**src/verilog/rmsel_params.svh**
```systemverilog
// Offsets, field positions, reset values and counts of the reset and mode pin block
`ifndef RMSEL_PARAMS_SVH
`define RMSEL_PARAMS_SVH

`define RMSEL_OFF_SOPT   8'h00
`define RMSEL_OFF_CAUSE  8'h04
`define RMSEL_OFF_FORCE  8'h08
`define RMSEL_OFF_CTRL   8'h0c
`define RMSEL_OFF_MODE   8'h10
`define RMSEL_OFF_ISTAT  8'h14
`define RMSEL_OFF_IMASK  8'h18

`define RMSEL_SOPT_RESET_PIN_ENABLE 0
`define RMSEL_SOPT_DPE   1
`define RMSEL_CTRL_FAST  0
`define RMSEL_CTRL_EXTCK 1
`define RMSEL_FORCE_BIT  0
`define RMSEL_MODE_BDM   0
`define RMSEL_MODE_RST   1

`define RMSEL_CAUSE_POR  0
`define RMSEL_CAUSE_PIN  1
`define RMSEL_CAUSE_FRC  2
`define RMSEL_CAUSE_INT  3
`define RMSEL_CAUSE_W    4

`define RMSEL_CAUSE_RST  4'h1
`define RMSEL_PULSE_BUS  7'h42
`define RMSEL_POR_BUS    7'h08
`define RMSEL_BIT_DBGCLK 4'hf

`endif

```
**src/verilog/rmsel_pkg.sv**
```systemverilog
// Types of the reset and mode pin block
`default_nettype none
package rmsel_pkg;

  typedef enum logic [1:0] {ST_POR, ST_PULSE, ST_RELEASE, ST_RUN} rmsel_state_e;

  typedef struct packed {
    rmsel_state_e state;
    logic [6:0]   cnt;
    logic         reset_pin_enable;
    logic         dpe;
    logic         fastClk;
    logic         extClk;
    logic         active_background_mode;
    logic [3:0]   cause;
    logic [3:0]   istat;
    logic [3:0]   imask;
    logic         dWr;
    logic         dRd;
    logic [7:0]   dAddr;
    logic         readyOut;
    logic         resp;
    logic [31:0]  rdata;
    logic         irq;
    logic         sysRst_n;
    logic         rpOut;
    logic         rpOe_n;
    logic         rpPull;
    logic         dlOut;
    logic         dlOe_n;
    logic         dlPull;
    logic         clkInt;
  } rmsel_main_s;

  typedef struct packed {
    logic       ph;
    logic [3:0] bitCnt;
    logic       busTick;
    logic       bitTick;
  } rmsel_div_s;

endpackage
`default_nettype wire

```
**src/verilog/rmsel_clk_div.sv**
```systemverilog
// Bus clock enable and debug bit-time enable divider
`timescale 1ns/1ps
`default_nettype none
`include "rmsel_params.svh"
module rmsel_clk_div (
  input  wire logic clk,      // Clock generator output, 20 MHz
  input  wire logic rst_n,    // Asynchronous reset, active low
  input  wire logic fastSel,  // Debug clock taken from the fast clock
  output logic      busTick,  // Bus clock enable, every second clk
  output logic      bitTick   // One debug bit time elapsed
);
  import rmsel_pkg::*;

  rmsel_div_s s_reg;
  rmsel_div_s s_next;
  logic       dbgTick;

  always_comb begin
    s_next = s_reg;
    dbgTick = fastSel ? 1'b1 : s_reg.ph;
    s_next.ph = ~s_reg.ph;
    s_next.busTick = s_reg.ph;
    s_next.bitTick = dbgTick && (s_reg.bitCnt == `RMSEL_BIT_DBGCLK);
    if (dbgTick) begin
      s_next.bitCnt = s_reg.bitCnt + 4'h1;
    end
  end

  always_ff @(posedge clk or negedge rst_n) begin
    if (!rst_n) begin
      s_reg <= '0;
    end else begin
      s_reg <= s_next;
    end
  end

  assign busTick = s_reg.busTick;
  assign bitTick = s_reg.bitTick;

endmodule // rmsel_clk_div
`default_nettype wire

```
**src/verilog/rmsel_top.sv**
```systemverilog
// Reset pin, background/mode-select pin and reset cause logic with AHB-Lite registers
`timescale 1ns/1ps
`default_nettype none
`include "rmsel_params.svh"
module rmsel_top (
  input  wire logic        clk,            // Clock generator output, 20 MHz
  input  wire logic        rst_n,          // Power-on reset, active low
  input  wire logic        hsel,           // AHB slave select
  input  wire logic [31:0] haddr,          // AHB address
  input  wire logic [1:0]  htrans,         // AHB transfer type
  input  wire logic        hwrite,         // AHB write
  input  wire logic [2:0]  hsize,          // AHB size, word only
  input  wire logic [31:0] hwdata,         // AHB write data
  input  wire logic        hready,         // AHB bus ready
  output logic [31:0]      hrdata,         // AHB read data
  output logic             hreadyout,      // AHB slave ready
  output logic             hresp,          // AHB response, always OKAY
  input  wire logic        resetPinIn,     // Shared reset pin level
  output logic             resetPinOut,    // Shared reset pin drive value
  output logic             resetPinOe_n,   // Shared reset pin enable, low drives
  output logic             resetPinPullUp, // Reset pin pull-up enable
  input  wire logic        gpioA5Out,      // Port bit 5 output value
  input  wire logic        gpioA5OutEn,    // Port bit 5 output enable
  input  wire logic        dbgLineIn,      // Debug line level
  output logic             dbgLineOut,     // Debug line drive value
  output logic             dbgLineOe_n,    // Debug line enable, low drives
  output logic             dbgLinePullUp,  // Debug line pull-up enable
  input  wire logic        dbgDriveLow,    // Debug controller pulls line low
  input  wire logic        dbgSpeedup,     // Debug controller speed-up pulse
  input  wire logic        altA4Out,       // Port bit 4 or comparator value
  input  wire logic        altA4OutEn,     // Port bit 4 or comparator enable
  input  wire logic        intResetReq,    // Internal reset source request
  output logic             sysReset_n,     // Chip reset, active low
  output logic             backgroundMode, // Active background mode
  output logic             clkInternalSel, // Internal clock generator selected
  output logic             busClkEn,       // Bus clock enable pulse
  output logic             dbgBitTick,     // Debug bit time pulse
  output logic             irq             // Interrupt, level
);
  import rmsel_pkg::*;

  rmsel_main_s s_reg;
  rmsel_main_s s_next;
  logic        busTick;
  logic        bitTick;
  logic        addrOk;
  logic        wrNow;
  logic        forceHit;
  logic        pinHit;
  logic [3:0]  trig;

  function automatic logic regHit(input logic [7:0] a, input logic [7:0] off);
    regHit = (a == off);
  endfunction

  function automatic logic [31:0] regRead(input rmsel_main_s s);
    regRead = 32'h0;
    if (regHit(s.dAddr, `RMSEL_OFF_SOPT)) begin
      regRead[`RMSEL_SOPT_RESET_PIN_ENABLE] = s.reset_pin_enable;
      regRead[`RMSEL_SOPT_DPE] = s.dpe;
    end
    if (regHit(s.dAddr, `RMSEL_OFF_CAUSE)) begin
      regRead[3:0] = s.cause;
    end
    if (regHit(s.dAddr, `RMSEL_OFF_CTRL)) begin
      regRead[`RMSEL_CTRL_FAST] = s.fastClk;
      regRead[`RMSEL_CTRL_EXTCK] = s.extClk;
    end
    if (regHit(s.dAddr, `RMSEL_OFF_MODE)) begin
      regRead[`RMSEL_MODE_BDM] = s.active_background_mode;
      regRead[`RMSEL_MODE_RST] = ~s.sysRst_n;
    end
    if (regHit(s.dAddr, `RMSEL_OFF_ISTAT)) begin
      regRead[3:0] = s.istat;
    end
    if (regHit(s.dAddr, `RMSEL_OFF_IMASK)) begin
      regRead[3:0] = s.imask;
    end
  endfunction

  rmsel_clk_div u_div (
    .clk     (clk),
    .rst_n   (rst_n),
    .fastSel (s_reg.fastClk),
    .busTick (busTick),
    .bitTick (bitTick)
  );

  always_comb begin
    s_next = s_reg;
    addrOk = hsel && htrans[1] && hready;
    wrNow = s_reg.dWr;
    forceHit = wrNow && regHit(s_reg.dAddr, `RMSEL_OFF_FORCE) && hwdata[`RMSEL_FORCE_BIT];
    // The pin only counts as a reset source once its enable bit is set
    pinHit = s_reg.reset_pin_enable && !resetPinIn;
    trig = 4'h0;

    // Bus data phase
    s_next.dWr = 1'b0;
    if (s_reg.dRd && !s_reg.readyOut) begin
      s_next.rdata = regRead(s_reg);
      s_next.readyOut = 1'b1;
      s_next.dRd = 1'b0;
    end
    if (addrOk) begin
      s_next.dAddr = haddr[7:0];
      s_next.dWr = hwrite;
      s_next.dRd = !hwrite;
      s_next.readyOut = hwrite;
    end
    if (wrNow && regHit(s_reg.dAddr, `RMSEL_OFF_SOPT)) begin
      // Enable bit can only be set; only power-on clears it
      s_next.reset_pin_enable = s_reg.reset_pin_enable | hwdata[`RMSEL_SOPT_RESET_PIN_ENABLE];
      s_next.dpe = hwdata[`RMSEL_SOPT_DPE];
    end
    if (wrNow && regHit(s_reg.dAddr, `RMSEL_OFF_CTRL)) begin
      s_next.fastClk = hwdata[`RMSEL_CTRL_FAST];
      s_next.extClk = hwdata[`RMSEL_CTRL_EXTCK];
    end
    if (wrNow && regHit(s_reg.dAddr, `RMSEL_OFF_IMASK)) begin
      s_next.imask = hwdata[3:0];
    end
    if (wrNow && regHit(s_reg.dAddr, `RMSEL_OFF_ISTAT)) begin
      s_next.istat = s_reg.istat & ~hwdata[3:0];
    end

    // Reset sequencer
    case (s_reg.state)
      // Mode is sampled on the last bus tick, while the debug line is still released
      ST_POR: begin
        if (busTick) begin
          s_next.cnt = s_reg.cnt + 7'h01;
          if (s_reg.cnt == `RMSEL_POR_BUS - 7'h01) begin
            s_next.active_background_mode = !dbgLineIn;
            s_next.state = ST_RUN;
          end
        end
      end
      ST_PULSE: begin
        if (busTick) begin
          s_next.cnt = s_reg.cnt + 7'h01;
          if (s_reg.cnt == `RMSEL_PULSE_BUS - 7'h01) begin
            s_next.state = ST_RELEASE;
          end
        end
      end
      ST_RELEASE: begin
        // Stay in reset while an outside source still holds the pin low
        if (!pinHit) begin
          s_next.active_background_mode = s_reg.cause[`RMSEL_CAUSE_FRC] && !dbgLineIn;
          s_next.state = ST_RUN;
        end
      end
      // One cause per reset; a force write outranks the pin and the internal source
      ST_RUN: begin
        if (forceHit) begin
          trig[`RMSEL_CAUSE_FRC] = 1'b1;
        end else if (pinHit) begin
          trig[`RMSEL_CAUSE_PIN] = 1'b1;
        end else if (intResetReq) begin
          trig[`RMSEL_CAUSE_INT] = 1'b1;
        end
        if (|trig) begin
          s_next.state = ST_PULSE;
          s_next.cnt = 7'h00;
          s_next.cause = trig;
          s_next.active_background_mode = 1'b0;
          s_next.dpe = 1'b1;
          s_next.fastClk = 1'b0;
          s_next.extClk = 1'b0;
        end
      end
      default: begin
        s_next.state = ST_POR;
      end
    endcase
    // A new cause wins over a clear in the same cycle
    s_next.istat = s_next.istat | trig;

    // Chip reset and pin outputs come from the same flop update as the state,
    // so no output lags the sequencer by a cycle
    s_next.sysRst_n = (s_next.state == ST_RUN);
    s_next.clkInt = !s_next.extClk || !s_next.sysRst_n;
    s_next.irq = |(s_next.istat & s_next.imask);

    // Shared reset pin
    s_next.rpOut = 1'b0;
    s_next.rpOe_n = 1'b1;
    s_next.rpPull = s_next.reset_pin_enable;
    if (s_next.reset_pin_enable) begin
      s_next.rpOe_n = !(s_next.state == ST_PULSE);
    end else if (gpioA5OutEn) begin
      s_next.rpOut = gpioA5Out;
      s_next.rpOe_n = 1'b0;
    end

    // Shared debug pin, left undriven in reset so mode can be sampled
    s_next.dlOut = 1'b0;
    s_next.dlOe_n = 1'b1;
    s_next.dlPull = s_next.dpe;
    if (s_next.sysRst_n) begin
      if (s_next.dpe) begin
        // Speed-up pulse wins so a rising edge is never held low
        if (dbgSpeedup) begin
          s_next.dlOut = 1'b1;
          s_next.dlOe_n = 1'b0;
        end else if (dbgDriveLow) begin
          s_next.dlOe_n = 1'b0;
        end
      end else if (altA4OutEn) begin
        s_next.dlOut = altA4Out;
        s_next.dlOe_n = 1'b0;
      end
    end
  end

  always_ff @(posedge clk or negedge rst_n) begin
    if (!rst_n) begin
      s_reg <= '0;
      s_reg.dpe <= 1'b1;
      s_reg.cause <= `RMSEL_CAUSE_RST;
      s_reg.istat <= `RMSEL_CAUSE_RST;
      s_reg.readyOut <= 1'b1;
      s_reg.rpOe_n <= 1'b1;
      s_reg.dlOe_n <= 1'b1;
      s_reg.dlPull <= 1'b1;
      s_reg.clkInt <= 1'b1;
    end else begin
      s_reg <= s_next;
    end
  end

  assign hrdata = s_reg.rdata;
  assign hreadyout = s_reg.readyOut;
  assign hresp = s_reg.resp;
  assign resetPinOut = s_reg.rpOut;
  assign resetPinOe_n = s_reg.rpOe_n;
  assign resetPinPullUp = s_reg.rpPull;
  assign dbgLineOut = s_reg.dlOut;
  assign dbgLineOe_n = s_reg.dlOe_n;
  assign dbgLinePullUp = s_reg.dlPull;
  assign sysReset_n = s_reg.sysRst_n;
  assign backgroundMode = s_reg.active_background_mode;
  assign clkInternalSel = s_reg.clkInt;
  assign busClkEn = busTick;
  assign dbgBitTick = bitTick;
  assign irq = s_reg.irq;

  // Helper: clk cycles spent in the pulse state
  logic [8:0] pulseClk;
  always_ff @(posedge clk or negedge rst_n) begin
    if (!rst_n) begin
      pulseClk <= 9'h000;
    end else if (s_reg.state == ST_PULSE) begin
      pulseClk <= pulseClk + 9'h001;
    end else begin
      pulseClk <= 9'h000;
    end
  end
endmodule // rmsel_top
`default_nettype wire

```
**config.mk**
```make
export PLATFORM = sky130hd
export DESIGN_NAME = rmsel_top
export DESIGN_NICKNAME = d
export VERILOG_FILES = /design/src/verilog/rmsel_pkg.sv /design/src/verilog/rmsel_clk_div.sv /design/src/verilog/rmsel_top.sv
export VERILOG_INCLUDE_DIRS = /design/src /design/src/verilog
export SDC_FILE = /design/constraint.sdc
export NUM_CORES = 1
export LEC_CHECK = 0
export BUFFER_PORTS_ARGS = -buffer_cell sky130_fd_sc_hd__buf_2
export CORE_MARGIN = 4
export CORE_UTILIZATION = 47
export CTS_CLUSTER_DIAMETER = 40
export DETAILED_ROUTE_END_ITERATION = 8
export GPL_ROUTABILITY_DRIVEN = 1
export HOLD_SLACK_MARGIN = 0.08
export PLACE_DENSITY = 0.88
export SYNTH_ARGS = -nofsm -noshare
export SYNTH_HDL_FRONTEND = slang
export SYNTH_SLANG_ARGS = --single-unit
```
**constraint.sdc**
```tcl
create_clock -name clk -period 2.3 [get_ports clk]
set_clock_uncertainty 0.2 [all_clocks]
set_input_delay 0.345 -clock clk [delete_from_list [all_inputs] [get_ports clk]]
set_output_delay 0.345 -clock clk [all_outputs]
set_load 0.005 [all_outputs]
```
==> reports/metrics.csv <==
metric,value,unit
DR DRC count,0,
Post-Synthesis Cells,266,
"Warnings, synthesis",0,
post-CTS resize count,0,
Hold Path Cell Cnt,3,
Yosys top cell area share,0.417,
"Core Util, Final",0.570,
setup TNS,0,ns
number of fill cells,502,
worst hold endpoint,s_reg[55],
relative slew slack,0.550,
#FFs+latches synth,55,
Power Density,783,nW/um^2
worst-path maximum fanout,6,
Worst Max-Slew Pin Slew,0.675,ns
RSZ-0062 raised after global routing,false,
Port-buffer cells,43,
# Post-CTS Setup Buffers,0,
min cycle time layout,2.23,ns
"antenna viol nets, final",0,
die area,7440,um^2
post-DR vias/cell,5.16,
min-delay worst type,in -> reg,
hold path start,hwdata[2],
CTS Sinks,55,
Worst Setup Start Kind,primary input,
TritonCTS Buffers,5,
Arrival @ worst endpoint,2.27,ns
period utilization,0.971,
first-pass GRT wire length,9670,um
critical path depth in cells,7,
chip width,86.3,um
Total GRT Usage,0.166,
"EDFF count, synth",0,
cell taking the most area after synthesis,dfrtp_1,
worst-skew pair later-pin latency,0.31,ns
sequential area share after synthesis,0.481,
Max VDD drop,0.000405,V
critical path class,in -> reg,
die height,86.3,um
Worst R2R Path Depth,5,
# rows,28,
clock slew at reported path FFs,0.10,ns
status,"finished, final reports clean",
layout net count,419,
Avg Inst Size Synth,10.8,um^2
GRT overflow,0,
Final setup viols,0,
final wirelength,5860,um
proportion of layout cells with a drive suffix above 1,0.284,
CP max stage delay,0.53,ns
Final Hold Vio Count,0,
P&R area growth vs syn,17.2,%
reg-to-reg startpoint,s_reg[44],
FMAX,448,MHz
number of global-route vias before repair,2092,
critical register-to-register path endpoint,irq,
CTS tree,yes,
Initial Util,0.486,
Largest register FFs,32,
Worst Path Buf+Inv,2,
DR WL/cell,14.3,um
critical path endpoint category,flip-flop,
Worst path top cell family by delay,buffers and inverters,
Mapped Area,2880,um^2
Antenna Cells,0,
GPL Wtd Cong,0.826,
synth top area cells,"dfrtp_1 42%, buf_4 8.6%, dfstp_2 6.4%, mux2_2 5.1%, nor2_1 3.0%",
cells along the critical path,"dlygate4sd3_1, buf_2, and3b_4, a311oi_4, a21o_2, and2_4, or3b_1",
"Top FF cell, synth",dfrtp_1,
Max clock buf depth,2,
Max Cap Viol,0,
Root Driver,clkbuf_8,
H-tree depth,2,
reg2reg setup slack,0.10,ns
"commonest non-fill, non-tap cells in the layout","48 x dfrtp_1, 43 x buf_2, 29 x conb_1, 23 x nor2_1, 17 x dlygate4sd3_1",
core footprint,5920,um^2
WP data required,2.34,ns
via count,2111,
Synth cell types,60,
max-slew violations,0,
io pins,129,
largest net degree at the start of global routing,56,
slowest cell on the critical path,dlygate4sd3_1,
antenna violations before repair,0,
leakage power,1.63,nW
DR pass1 iterations,4,
drt first-iter violations,154,
fraction of registers with async set/reset,1.00,
"most common cell after layout, fill and taps aside",dfrtp_1,
HPWL after DPL,4440,um
synthesized netlist by cell type, types with 2 or more instances:
master	n
dfrtp_1	48
buf_4	33
nor2_1	23
nand2_1	15
mux2_2	13
inv_1	12
o21ai_0	9
dfstp_2	7
nand4_1	7
and3_1	5
mux2i_1	5
nand2b_1	5
o211ai_1	5
xor2_1	5
a22o_1	4
nand3_1	4
a21oi_1	3
a32o_1	3
and4b_1	3
buf_2	3
clkbuf_1	3
ha_1	3
nor2b_1	3
xnor2_1	3
a221oi_1	2
a2bb2oi_1	2
and2_1	2
nor4b_4	2
o22ai_1	2
o41ai_1	2
per-layer routing:
layer / GRT usage / up-vias / wire [um]
met5: 0 / - / 0
met4: 0.0595 / 0 / 83
met1: 0.207 / 1026 / 2440
met2: 0.280 / 65 / 3000
li1: - / 1014 / -
met3: 0.0399 / 6 / 340
cell type report:
class | count | area (um^2) | share of cell area
flip-flops and latches | 55 | 1390 | 0.410
clock buffers | 6 | 82.6 | 0.0245
inverters | 12 | 45.0 | 0.0133
repair buffers | 72 | 475 | 0.141
clock inverters | 2 | 16.3 | 0.00482
well taps | 75 | 93.8 | 0.0278
multi-input cells | 187 | 1280 | 0.378
cells by family after synthesis:
logic type	synth area share
other cells	0.00130
mux	0.0682
compound gates	0.126
xor+xnor	0.0243
fa+ha+maj	0.0130
buf+inv	0.112
simple gates	0.175
flops	0.481
where the power goes:
| part | switching (mW) | internal [mW] | total (mW) |
|---|---|---|---|
| Clock | 0.315 | 0.246 | 0.562 |
| Sequential | 0.213 | 1.18 | 1.39 |
| Combinational | 0.346 | 0.345 | 0.691 |
through the flow:
step / total power [mW] / hold slack [ns] / setup WS [ns] / cell area [um^2] / instances
detailed placement: 2.08 / 0.243 / 0.121 / 3110 / 384
finish: 2.64 / 0.0911 / 0.0656 / 3380 / 409
global route: 2.81 / 0.0855 / 0.00325 / 3380 / 409
floorplan: 1.84 / -0.151 / 0.224 / 2990 / 294
CTS: 2.66 / 0.0823 / 0.0616 / 3380 / 409
global placement: 2.03 / 0.229 / 0.177 / 3110 / 384
how the worst max path moves through the flow:
stage	slack, ns	from	to
2_1_floorplan	0.22	s_reg[44]	irq
3_3_place_gp	0.18	s_reg[44]	irq
3_5_place_dp	0.12	s_reg[44]	irq
4_1_cts	0.06	hwdata[0]	clkInternalSel
5_1_grt	0.003	hwdata[0]	clkInternalSel
6_report	0.07	hwdata[0]	clkInternalSel
worst min-delay path, stage by stage:
cell	delay (ns)
buf_2	0.09
mux2i_1	0.08
inv_1	0.05
what timing repair did:
action                     in CTS  in global routing
setup endpoints to repair       0                  0
hold buffers                   17                  0
hold endpoints to repair       62                  0
Note: power is estimated with default switching activity, not from simulation.
